[src/esd_pkg.sv]
package esd_pkg;

  // ***********************************************
  // widths and opcode fields
  // ***********************************************
  localparam int AW = 12;
  localparam int PCW = 21;
  localparam logic [8:0] OP_MOVE_IDX_W1 = 9'h1D7;
  localparam logic [3:0] OP_MOVE_IDX_W2 = 4'hF;
  localparam logic [7:0] OP_PUSH_LIT = 8'hFA;
  localparam logic [7:0] OP_SUB_PTR = 8'hE9;
  localparam logic [1:0] SEL_RETURN = 2'h3;
  localparam logic [1:0] SEL_STACK_PTR = 2'h2;
  localparam logic [7:0] OFFSET_LIMIT = 8'h5F;
  localparam logic [3:0] ACC_HI_BANK = 4'hF;
  localparam logic [7:0] PUSH_STEP = 8'h01;

  // ***********************************************
  // indirect-addressing register groups
  // ***********************************************
  localparam logic [11:0] IND_TOP0 = 12'hFEF;
  localparam logic [11:0] IND_TOP1 = 12'hFE7;
  localparam logic [11:0] IND_TOP2 = 12'hFDF;
  localparam logic [11:0] IND_SPAN = 12'h005;

  // ***********************************************
  // register map and bus answers
  // ***********************************************
  localparam logic [7:0] REG_CTRL = 8'h00;
  localparam logic [7:0] REG_STATUS = 8'h04;
  localparam logic [7:0] REG_PTR0 = 8'h08;
  localparam logic [7:0] REG_PTR1 = 8'h0C;
  localparam logic [7:0] REG_PTR2 = 8'h10;
  localparam logic [1:0] RESP_OKAY = 2'h0;
  localparam logic [1:0] RESP_DECERR = 2'h3;
  localparam logic CTRL_EXT_RESET = 1'b0;

  // ***********************************************
  // types
  // ***********************************************
  typedef enum logic [1:0] {
    ESD_IDLE = 2'h0,
    ESD_MV_WORD2 = 2'h1,
    ESD_MV_READ = 2'h3,
    ESD_RET_NOP = 2'h2
  } esd_state_t;

  typedef struct packed {
    logic re;
    logic we;
    logic [AW-1:0] addr;
    logic [7:0] wdata;
  } esd_mem_req_t;

  typedef struct packed {
    logic aw_got;
    logic [7:0] aw_addr;
    logic w_got;
    logic [31:0] wdata;
    logic [3:0] wstrb;
    logic awready;
    logic wready;
    logic bvalid;
    logic [1:0] bresp;
    logic arready;
    logic rvalid;
    logic [31:0] rdata;
    logic [1:0] rresp;
  } esd_axi_t;

  typedef struct packed {
    esd_state_t st;
    logic ext;
    logic [2:0][AW-1:0] ptr;
    logic [AW-1:0] src;
    logic [AW-1:0] dst;
    logic [6:0] zs;
    logic src_ind;
    logic dst_ind;
    logic ins_ready;
    logic done;
    esd_mem_req_t mem;
    logic pc_load;
    logic [PCW-1:0] pc_value;
    logic res_valid;
    logic [AW-1:0] res_addr;
    logic res_d;
    esd_axi_t axi;
  } esd_regs_t;

  function automatic logic is_indirect(input logic [AW-1:0] a);
    is_indirect = (a <= IND_TOP0 && a > IND_TOP0 - IND_SPAN) ||
                  (a <= IND_TOP1 && a > IND_TOP1 - IND_SPAN) ||
                  (a <= IND_TOP2 && a > IND_TOP2 - IND_SPAN);
  endfunction

endpackage

[src/esd_addr_resolve.sv]
`timescale 1ns/10ps
// ***********************************************
// file operand to data address
// ***********************************************
module esd_addr_resolve (
  input wire logic ext,
  input wire logic acc,
  input wire logic [7:0] f,
  input wire logic [3:0] bank,
  input wire logic [esd_pkg::AW-1:0] sp,
  output logic [esd_pkg::AW-1:0] addr
);
  always_comb begin
    if (ext && !acc && f <= esd_pkg::OFFSET_LIMIT) begin
      addr = sp + {4'h0, f};
    end else if (acc) begin
      addr = {bank, f};
    end else if (f > esd_pkg::OFFSET_LIMIT) begin
      addr = {esd_pkg::ACC_HI_BANK, f};
    end else begin
      addr = {4'h0, f};
    end
  end
endmodule

[src/esd_decode.sv]
// The AXI4-Lite interface to the registers and the register addresses are this design's own decisions.
`timescale 1ns/10ps
// Function
// - move indexed to indexed: both addresses are pointer plus 7-bit offsets; flags kept
// - two words: first 1110 1011 1 plus source, second 1111 plus destination
// - source landing on an indirect register reads as zero
// - destination landing on an indirect register writes nothing
// - source and destination reach the whole 4096-byte space
// - push literal stores byte at stack pointer, then decrements pointer
// - push literal opcode upper byte 1111 1010, literal in low byte
// - subtract 6-bit literal from pointer chosen by selector 0 to 2
// - subtract from pointer: one word, one cycle, 1110 1001 ffkk kkkk
// - selector 3 means subtract and return on stack pointer
// - subtract and return reloads program counter, second cycle idle
// - extension enable also turns on indexed literal offset addressing
// - enabled, access bit clear, operand up to 5Fh is pointer offset
// - disabled: operand literal, access bank or bank select register bank
// - destination bit keeps its meaning in indexed mode
// - extension enable bit resets to 0 and gates all of the above
module esd_decode (
  input wire logic clk_sys,
  input wire logic rst,
  input wire logic [7:0] s_axi_awaddr,
  input wire logic s_axi_awvalid,
  output logic s_axi_awready,
  input wire logic [31:0] s_axi_wdata,
  input wire logic [3:0] s_axi_wstrb,
  input wire logic s_axi_wvalid,
  output logic s_axi_wready,
  output logic [1:0] s_axi_bresp,
  output logic s_axi_bvalid,
  input wire logic s_axi_bready,
  input wire logic [7:0] s_axi_araddr,
  input wire logic s_axi_arvalid,
  output logic s_axi_arready,
  output logic [31:0] s_axi_rdata,
  output logic [1:0] s_axi_rresp,
  output logic s_axi_rvalid,
  input wire logic s_axi_rready,
  input wire logic ins_valid,
  input wire logic [15:0] ins_word,
  output logic ins_ready,
  output logic ins_done,
  input wire logic [esd_pkg::PCW-1:0] return_stack_top,
  output logic pc_load,
  output logic [esd_pkg::PCW-1:0] pc_value,
  output logic mem_re,
  output logic mem_we,
  output logic [esd_pkg::AW-1:0] mem_addr,
  output logic [7:0] mem_wdata,
  input wire logic [7:0] mem_rdata,
  input wire logic std_valid,
  input wire logic [7:0] std_f,
  input wire logic std_a,
  input wire logic std_d,
  input wire logic [3:0] bank_select_register,
  output logic res_valid,
  output logic [esd_pkg::AW-1:0] res_addr,
  output logic res_d
);
  esd_pkg::esd_regs_t r_reg;
  esd_pkg::esd_regs_t r_next;
  logic [esd_pkg::AW-1:0] sp;
  logic [esd_pkg::AW-1:0] idx_sum;
  logic [esd_pkg::AW-1:0] push_dec;
  logic [esd_pkg::AW-1:0] sub_res;
  logic [esd_pkg::AW-1:0] std_addr;
  logic [7:0] idx_off;
  logic [1:0] sub_sel;
  logic take;

  assign sp = r_reg.ptr[esd_pkg::SEL_STACK_PTR];
  assign take = ins_valid && r_reg.ins_ready;
  assign sub_sel = (ins_word[7:6] == esd_pkg::SEL_RETURN) ? esd_pkg::SEL_STACK_PTR
                                                           : ins_word[7:6];
  assign idx_off = (r_reg.st == esd_pkg::ESD_MV_WORD2) ? {1'b0, ins_word[6:0]}
                                                      : {1'b0, r_reg.zs};

  // ***********************************************
  // address arithmetic
  // ***********************************************
  esd_ptr_alu u_idx (
    .base(sp),
    .off(idx_off),
    .sub(1'b0),
    .result(idx_sum)
  );
  esd_ptr_alu u_push (
    .base(sp),
    .off(esd_pkg::PUSH_STEP),
    .sub(1'b1),
    .result(push_dec)
  );
  esd_ptr_alu u_sub (
    .base(r_reg.ptr[sub_sel]),
    .off({2'h0, ins_word[5:0]}),
    .sub(1'b1),
    .result(sub_res)
  );
  esd_addr_resolve u_res (
    .ext(r_reg.ext),
    .acc(std_a),
    .f(std_f),
    .bank(bank_select_register),
    .sp(sp),
    .addr(std_addr)
  );

  always_comb begin
    r_next = r_reg;
    r_next.mem.re = 1'b0;
    r_next.mem.we = 1'b0;
    r_next.pc_load = 1'b0;
    r_next.done = 1'b0;

    // ***********************************************
    // register bus
    // ***********************************************
    if (s_axi_awvalid && r_reg.axi.awready) begin
      r_next.axi.aw_got = 1'b1;
      r_next.axi.aw_addr = s_axi_awaddr;
    end
    if (s_axi_wvalid && r_reg.axi.wready) begin
      r_next.axi.w_got = 1'b1;
      r_next.axi.wdata = s_axi_wdata;
      r_next.axi.wstrb = s_axi_wstrb;
    end
    if (r_reg.axi.aw_got && r_reg.axi.w_got) begin
      r_next.axi.aw_got = 1'b0;
      r_next.axi.w_got = 1'b0;
      r_next.axi.bvalid = 1'b1;
      r_next.axi.bresp = esd_pkg::RESP_OKAY;
      case (r_reg.axi.aw_addr)
        esd_pkg::REG_CTRL: begin
          if (r_reg.axi.wstrb[0]) begin
            r_next.ext = r_reg.axi.wdata[0];
          end
        end
        esd_pkg::REG_STATUS: begin
          r_next.axi.bresp = esd_pkg::RESP_OKAY;
        end
        esd_pkg::REG_PTR0, esd_pkg::REG_PTR1, esd_pkg::REG_PTR2: begin
          for (int i = 0; i < 3; i++) begin
            if (r_reg.axi.aw_addr == esd_pkg::REG_PTR0 + 8'(4 * i)) begin
              if (r_reg.axi.wstrb[0]) begin
                r_next.ptr[i][7:0] = r_reg.axi.wdata[7:0];
              end
              if (r_reg.axi.wstrb[1]) begin
                r_next.ptr[i][11:8] = r_reg.axi.wdata[11:8];
              end
            end
          end
        end
        default: begin
          r_next.axi.bresp = esd_pkg::RESP_DECERR;
        end
      endcase
    end
    if (r_reg.axi.bvalid && s_axi_bready) begin
      r_next.axi.bvalid = 1'b0;
    end
    r_next.axi.awready = !r_next.axi.aw_got && !r_next.axi.bvalid;
    r_next.axi.wready = !r_next.axi.w_got && !r_next.axi.bvalid;
    if (s_axi_arvalid && r_reg.axi.arready) begin
      r_next.axi.rvalid = 1'b1;
      r_next.axi.rresp = esd_pkg::RESP_OKAY;
      case (s_axi_araddr)
        esd_pkg::REG_CTRL: r_next.axi.rdata = {31'h0, r_reg.ext};
        esd_pkg::REG_STATUS: r_next.axi.rdata = {29'h0, r_reg.st, !r_reg.ins_ready};
        esd_pkg::REG_PTR0: r_next.axi.rdata = {20'h0, r_reg.ptr[0]};
        esd_pkg::REG_PTR1: r_next.axi.rdata = {20'h0, r_reg.ptr[1]};
        esd_pkg::REG_PTR2: r_next.axi.rdata = {20'h0, r_reg.ptr[2]};
        default: begin
          r_next.axi.rdata = 32'h0;
          r_next.axi.rresp = esd_pkg::RESP_DECERR;
        end
      endcase
    end else if (r_reg.axi.rvalid && s_axi_rready) begin
      r_next.axi.rvalid = 1'b0;
    end
    r_next.axi.arready = !r_next.axi.rvalid;

    // ***********************************************
    // extended instruction sequencing
    // ***********************************************
    case (r_reg.st)
      esd_pkg::ESD_IDLE: begin
        if (take && r_reg.ext) begin
          if (ins_word[15:7] == esd_pkg::OP_MOVE_IDX_W1) begin
            r_next.zs = ins_word[6:0];
            r_next.st = esd_pkg::ESD_MV_WORD2;
          end else if (ins_word[15:8] == esd_pkg::OP_PUSH_LIT) begin
            r_next.mem.we = 1'b1;
            r_next.mem.addr = sp;
            r_next.mem.wdata = ins_word[7:0];
            r_next.ptr[esd_pkg::SEL_STACK_PTR] = push_dec;
            r_next.done = 1'b1;
          end else if (ins_word[15:8] == esd_pkg::OP_SUB_PTR) begin
            r_next.ptr[sub_sel] = sub_res;
            if (ins_word[7:6] == esd_pkg::SEL_RETURN) begin
              r_next.pc_load = 1'b1;
              r_next.pc_value = return_stack_top;
              r_next.st = esd_pkg::ESD_RET_NOP;
            end else begin
              r_next.done = 1'b1;
            end
          end else begin
            r_next.done = 1'b1;
          end
        end else if (take) begin
          r_next.done = 1'b1;
        end
      end
      esd_pkg::ESD_MV_WORD2: begin
        if (take) begin
          if (ins_word[15:12] == esd_pkg::OP_MOVE_IDX_W2) begin
            r_next.src = sp + {5'h0, r_reg.zs};
            r_next.dst = idx_sum;
            r_next.src_ind = esd_pkg::is_indirect(sp + {5'h0, r_reg.zs});
            r_next.dst_ind = esd_pkg::is_indirect(idx_sum);
            r_next.mem.re = !esd_pkg::is_indirect(sp + {5'h0, r_reg.zs});
            r_next.mem.addr = sp + {5'h0, r_reg.zs};
            r_next.st = esd_pkg::ESD_MV_READ;
          end else begin
            r_next.done = 1'b1;
            r_next.st = esd_pkg::ESD_IDLE;
          end
        end
      end
      esd_pkg::ESD_MV_READ: begin
        r_next.mem.we = !r_reg.dst_ind;
        r_next.mem.addr = r_reg.dst;
        r_next.mem.wdata = r_reg.src_ind ? 8'h00 : mem_rdata;
        r_next.done = 1'b1;
        r_next.st = esd_pkg::ESD_IDLE;
      end
      esd_pkg::ESD_RET_NOP: begin
        r_next.done = 1'b1;
        r_next.st = esd_pkg::ESD_IDLE;
      end
      default: begin
        r_next.st = esd_pkg::ESD_IDLE;
      end
    endcase
    r_next.ins_ready = (r_next.st == esd_pkg::ESD_IDLE) ||
                       (r_next.st == esd_pkg::ESD_MV_WORD2);

    // ***********************************************
    // standard operand resolution
    // ***********************************************
    r_next.res_valid = std_valid;
    r_next.res_addr = std_addr;
    r_next.res_d = std_d;
  end

  always_ff @(posedge clk_sys) begin
    if (rst) begin
      r_reg <= '0;
      r_reg.st <= esd_pkg::ESD_IDLE;
      r_reg.ext <= esd_pkg::CTRL_EXT_RESET;
      r_reg.ins_ready <= 1'b1;
      r_reg.axi.awready <= 1'b1;
      r_reg.axi.wready <= 1'b1;
      r_reg.axi.arready <= 1'b1;
    end else begin
      r_reg <= r_next;
    end
  end

  assign s_axi_awready = r_reg.axi.awready;
  assign s_axi_wready = r_reg.axi.wready;
  assign s_axi_bvalid = r_reg.axi.bvalid;
  assign s_axi_bresp = r_reg.axi.bresp;
  assign s_axi_arready = r_reg.axi.arready;
  assign s_axi_rvalid = r_reg.axi.rvalid;
  assign s_axi_rdata = r_reg.axi.rdata;
  assign s_axi_rresp = r_reg.axi.rresp;
  assign ins_ready = r_reg.ins_ready;
  assign ins_done = r_reg.done;
  assign pc_load = r_reg.pc_load;
  assign pc_value = r_reg.pc_value;
  assign mem_re = r_reg.mem.re;
  assign mem_we = r_reg.mem.we;
  assign mem_addr = r_reg.mem.addr;
  assign mem_wdata = r_reg.mem.wdata;
  assign res_valid = r_reg.res_valid;
  assign res_addr = r_reg.res_addr;
  assign res_d = r_reg.res_d;

  // ***********************************************
  // assertions
  // ***********************************************
  logic idle_take;
  assign idle_take = take && r_reg.ext && r_reg.st == esd_pkg::ESD_IDLE;

  property p_push;
    @(posedge clk_sys) disable iff (rst)
    idle_take && ins_word[15:8] == esd_pkg::OP_PUSH_LIT |=> mem_we &&
      mem_addr == $past(sp) && mem_wdata == $past(ins_word[7:0]) &&
      sp == $past(sp) - 12'h001;
  endproperty
  a_push: assert property (p_push) else $error("push literal wrong");

  property p_move_seq;
    @(posedge clk_sys) disable iff (rst)
    idle_take && ins_word[15:7] == esd_pkg::OP_MOVE_IDX_W1 ##1
      (take && ins_word[15:12] == esd_pkg::OP_MOVE_IDX_W2) |=> !ins_ready ##1 ins_done;
  endproperty
  a_move_seq: assert property (p_move_seq) else $error("move sequence wrong");

  property p_src_zero;
    @(posedge clk_sys) disable iff (rst)
    r_reg.st == esd_pkg::ESD_MV_READ && r_reg.src_ind && !r_reg.dst_ind |=>
      mem_we && mem_wdata == 8'h00;
  endproperty
  a_src_zero: assert property (p_src_zero) else $error("indirect source not zero");

  property p_dst_nop;
    @(posedge clk_sys) disable iff (rst)
    r_reg.st == esd_pkg::ESD_MV_READ && r_reg.dst_ind |=> !mem_we && ins_done;
  endproperty
  a_dst_nop: assert property (p_dst_nop) else $error("indirect dest written");

  property p_move_copy;
    @(posedge clk_sys) disable iff (rst)
    r_reg.st == esd_pkg::ESD_MV_READ && !r_reg.src_ind && !r_reg.dst_ind |=>
      mem_wdata == $past(mem_rdata) && mem_addr == $past(r_reg.dst);
  endproperty
  a_move_copy: assert property (p_move_copy) else $error("move copy wrong");

  property p_sub;
    @(posedge clk_sys) disable iff (rst)
    idle_take && ins_word[15:8] == esd_pkg::OP_SUB_PTR && ins_word[7:6] != esd_pkg::SEL_RETURN
      |=> r_reg.ptr[$past(ins_word[7:6])] ==
      $past(r_reg.ptr[ins_word[7:6]]) - {6'h00, $past(ins_word[5:0])} && ins_done && ins_ready;
  endproperty
  a_sub: assert property (p_sub) else $error("subtract from pointer wrong");

  property p_ret;
    @(posedge clk_sys) disable iff (rst)
    idle_take && ins_word[15:6] == {esd_pkg::OP_SUB_PTR, esd_pkg::SEL_RETURN} |=>
      pc_load && pc_value == $past(return_stack_top) && !ins_ready ##1 !pc_load && ins_done;
  endproperty
  a_ret: assert property (p_ret) else $error("subtract and return wrong");

  property p_indexed;
    @(posedge clk_sys) disable iff (rst)
    r_reg.ext && !std_a && std_f <= esd_pkg::OFFSET_LIMIT |=>
      res_addr == $past(sp) + {4'h0, $past(std_f)};
  endproperty
  a_indexed: assert property (p_indexed) else $error("indexed operand wrong");

  property p_literal;
    @(posedge clk_sys) disable iff (rst)
    !r_reg.ext && std_a |=> res_addr == {$past(bank_select_register), $past(std_f)} &&
      res_d == $past(std_d);
  endproperty
  a_literal: assert property (p_literal) else $error("banked operand wrong");

  property p_ext_reset;
    @(posedge clk_sys) $past(rst) |-> !r_reg.ext;
  endproperty
  a_ext_reset: assert property (p_ext_reset) else $error("extension on after reset");

  c_push: cover property (@(posedge clk_sys) disable iff (rst)
    idle_take && ins_word[15:8] == esd_pkg::OP_PUSH_LIT);
  c_move: cover property (@(posedge clk_sys) disable iff (rst)
    r_reg.st == esd_pkg::ESD_MV_READ ##1 mem_we);
  c_ret: cover property (@(posedge clk_sys) disable iff (rst) pc_load);
  c_indexed: cover property (@(posedge clk_sys) disable iff (rst)
    r_reg.ext && std_valid && !std_a && std_f <= esd_pkg::OFFSET_LIMIT);
endmodule

[src/esd_ptr_alu.sv]
`timescale 1ns/10ps
// ***********************************************
// pointer plus or minus literal, wraps in data space
// ***********************************************
module esd_ptr_alu (
  input wire logic [esd_pkg::AW-1:0] base,
  input wire logic [7:0] off,
  input wire logic sub,
  output logic [esd_pkg::AW-1:0] result
);
  always_comb begin
    if (sub) begin
      result = base - {4'h0, off};
    end else begin
      result = base + {4'h0, off};
    end
  end
endmodule
[config.mk]
export PLATFORM = sky130hd
export DESIGN_NAME = esd_decode
export DESIGN_NICKNAME = d
export VERILOG_FILES = /design/src/esd_pkg.sv /design/src/esd_addr_resolve.sv /design/src/esd_decode.sv /design/src/esd_ptr_alu.sv
export SDC_FILE = /design/constraint.sdc
export NUM_CORES = 1
export LEC_CHECK = 0
export ABC_AREA = 1
export BUFFER_PORTS_ARGS = -buffer_cell sky130_fd_sc_hd__buf_2
export CORE_ASPECT_RATIO = 0.5
export CORE_UTILIZATION = 51
export CTS_CLUSTER_DIAMETER = 40
export DETAILED_ROUTE_END_ITERATION = 12
export GPL_TIMING_DRIVEN = 1
export PLACE_DENSITY_LB_ADDON = 0.08
export SLEW_MARGIN = 25
export SYNTH_ARGS = -nofsm -noshare
export SYNTH_HDL_FRONTEND = slang
export SYNTH_SLANG_ARGS = --single-unit
[constraint.sdc]
create_clock -name clk_sys -period 3.1 [get_ports clk_sys]
set_input_delay 0.465 -clock clk_sys [delete_from_list [all_inputs] [get_ports clk_sys]]
set_output_delay 0.465 -clock clk_sys [all_outputs]
set_load 0.1 [all_outputs]
==> summary.txt <==
Run status
  – Status: completed

Finish
  – Register area: 3260 sq um
  – Most common library cell in the layout ignoring fill and taps: nand2_1
  – Largest register FFs: just over 70
  – Layout cells sized above 1: 17.4%
  – Final nets: 1,723
  – Final-layout fill cell count: between 1,500 and 2,000
  – Count of non-filler cells in the finished layout: ~1,800
  – Area Growth Syn to Fin: 11.4%
  – Diode count: 0
  – Area of the multi-input gates: around 5300 sq um
  – Leading cell types in the layout, fill and taps excluded: nand2_1, buf_2, inv_1

Critical path
  – Worst-path maximum fanout: 6
  – Cell chain of the critical path: inv_1, ha_1, nand2_1, o21ai_0, ha_1, inv_1, fa_1, nand3b_1, nor2_1, nor2_1, o21ai_1, nand2_1, xor2_1, o21ai_0, inv_1
  – CP Buf/Inv Count: 3
  – CP endpoint kind: register
  – CP arrival: 3150 ps
  – CP Class: reg -> reg
  – FF-to-FF setup slack: 270 ps
  – Cell repeated most along the worst path: inv_1
  – Crit path max-delay family: adder cells
  – CP startpoint kind: register
  – Critical Path Max Stage Delay: 390 ps
  – Critical path's slowest cell: fa_1
  – Req. time, crit path: roughly 3400 ps

Worst hold path
  – Worst hold-check path type: in -> reg

Drt
  – Initial DRC Count: 826
  – Via density: about 5.4
  – Post-Route WL: 30.1 mm
  – Final ANT Viol Nets: 0
  – WL/cell: between 15 and 20 um
  – DRC viols: 0
  – DR vias: 9,910
  – Pre-Repair DR Iteration Count: 6

Floorplan
  – Die Ht: between 100 and 150 um
  – CORE AREA: 18,900 sq um
  – Initial Util: ~53%
  – Die area: 20,400 sq um
  – Die boundary width: 201 um
  – Num ports: 221
  – Std-Cell Rows: 35

Placement
  – DPL Wire Length: 22.8 mm
  – GPL Wtd Cong: ~0.94
  – Post-placement cell count: between 1,500 and 2,000
  – Number of port buffers: approximately 180
  – Setup WS pre-CTS: roughly 160 ps

Timing
  – Max Freq: 0.354 GHz
  – Fin Hold WS: around 230 ps
  – Final worst setup slack: roughly 270 ps
  – Setup violations, final: 0
  – Worst-Margin Slew: roughly 760 ps
  – Period utilisation layout: 91.1%
  – Tmin final: around 2800 ps
  – Clock Skew: around 11 ps
  – Count of pins over their slew limit: 0
  – Unrepaired setup endpoints after global routing: no
  – Setup TNS Final: 0 ps
  – Max-Slew Margin vs Limit: 49.2%
  – Final Hold Fails: 0

Synthesis
  – Post-synth EDFFs: 0
  – Synth area leaders: dfxtp_1, nand2_1, o21ai_0
  – Synth area leader: dfxtp_1
  – Syn avg cell area: between 6 and 7 sq um
  – Seq cells post-synth: approximately 160
  – Post-synth top flop: dfxtp_1
  – Share of the synthesized area in the top cell type: 32.4%
  – Cell area after synthesis: 10,100 sq um
  – Distinct cells, synth: 53
  – Synth warnings: 0
  – Post-Synthesis Cells: 1,468
  – Seq/Total Area, Yosys: around 32%
  – Asr flop ratio synth: 0%

Clocking
  – CTS Buffer Depth: 2
  – Worst skew pair latency: 430 ps
  – H-tree depth: 4
  – CTS tree: done
  – Setup Buffers After CTS: 0
  – Clk sinks: 163
  – Clock Root Buffer: clkbuf_16
  – Post-CTS Hold Fix Bufs: 0
  – CTS buffer count: 17
  – Gates resized, CTS repair: 0
  – CTS clk-pin slew, worst paths: 70 ps

Power and ir drop
  – Worst ir drop on vdd: 0.000379 V
  – Pwr dens: 454 nW/um^2
  – Leak: approximately 0.0054 uW

GRT
  – Overall global routing resource usage: just under 30%
  – Vias in the first global route: 9,001
  – First-pass GRT wire length: between 40 and 50 mm
  – Largest net degree at the start of global routing: 55
  – GRT Residual Overflow: 0
  – Antenna violations before repair: 0

Flow run
  – MaxCap Viol Count: 0
-- through the flow --
stage                     util [%]  power, uW  cell area [sq um]
after floorplan                  -       2770              10200
after global placement        56.3       2920              10600
after detailed placement      56.3       2930              10600
after CTS                     59.5       5130              11200
after global routing          59.5       5290              11200
final                         59.5       5100              11200
-- cell type report --
cell class / count / share of cell area (%)
tap: 259 / 2.89
timing repair buffer: 201 / 9.59
clock inverter: 14 / 1.48
sequential: 163 / 29.1
clock buffer: 18 / 3.91
inverter: 183 / 6.14
multi-input combinational: 999 / 46.9
-- Yosys cell counts (2+ instances only) --
| cell type | count |
|---|---|
| a211oi_1 | 4 |
| a21o_1 | 2 |
| a21oi_1 | 130 |
| a221oi_1 | 6 |
| a22oi_1 | 13 |
| a31oi_1 | 7 |
| buf_2 | 10 |
| buf_4 | 91 |
| buf_6 | 6 |
| clkbuf_1 | 34 |
| dfxtp_1 | 163 |
| fa_1 | 4 |
| ha_1 | 34 |
| inv_1 | 175 |
| inv_2 | 6 |
| nand2_1 | 251 |
| nand2_2 | 7 |
| nand3_1 | 54 |
| nand3_2 | 2 |
| nand3b_1 | 3 |
| nand4_1 | 13 |
| nor2_1 | 142 |
| nor2_2 | 5 |
| nor2_4 | 2 |
| nor3_1 | 30 |
| nor3_2 | 3 |
| nor3_4 | 2 |
| o211ai_1 | 16 |
| o21ai_0 | 161 |
| o21ai_1 | 13 |
| o21bai_1 | 2 |
| o221ai_1 | 10 |
| o22ai_1 | 15 |
| or2_2 | 6 |
| xnor2_1 | 6 |
| xor2_1 | 23 |
-- metal layers --
metal | vias up | track usage [%] | part of all wire (%)
li1 | 4952 | - | -
met1 | 4552 | 42.2 | 48
met2 | 371 | 46.1 | 42
met3 | 35 | 5.79 | 8.2
met4 | 0 | 8.51 | 1.5
met5 | - | 0 | 0
-- worst paths after layout --
check | startpoint | to | cells after the start
max | r_reg[218]$_SDFF_PP0_ | r_reg[166]$_SDFFE_PP0P_ | 15
max reg2reg | r_reg[218]$_SDFF_PP0_ | r_reg[166]$_SDFFE_PP0P_ | 15
min reg2reg | s_axi_rdata[6]$_SDFFE_PP0P_ | s_axi_rdata[6]$_SDFFE_PP0P_ | 2
min | std_valid | res_valid$_SDFF_PP0_ | 3
-- cell families after synthesis --
kind of cell,synth area share [%]
flip-flops,32.4
multiplexers,0.112
AND/OR/NAND/NOR,22.6
AO/OA/AOI/OAI,21.3
adder cells (fa/ha/maj),5.01
other,0.0372
XOR/XNOR,2.52
buffers and inverters,16.1
-- power by group --
part	internal [uW]	switching, uW
Combinational	162	548
Sequential	2140	34.3
Clock	1240	972
Total	3540	1550
-- worst reg2reg max path, cell delays in order (launching register included) --
cell and delay [ps]:
dfxtp_1 330, inv_1 190, ha_1 310, nand2_1 70, o21ai_0 80, ha_1 190, inv_1 70, fa_1 390
nand3b_1 200, nor2_1 140, nor2_1 80, o21ai_1 220, nand2_1 100, xor2_1 150, o21ai_0 160, inv_1 50
Note: power is estimated with default switching activity, not from simulation.
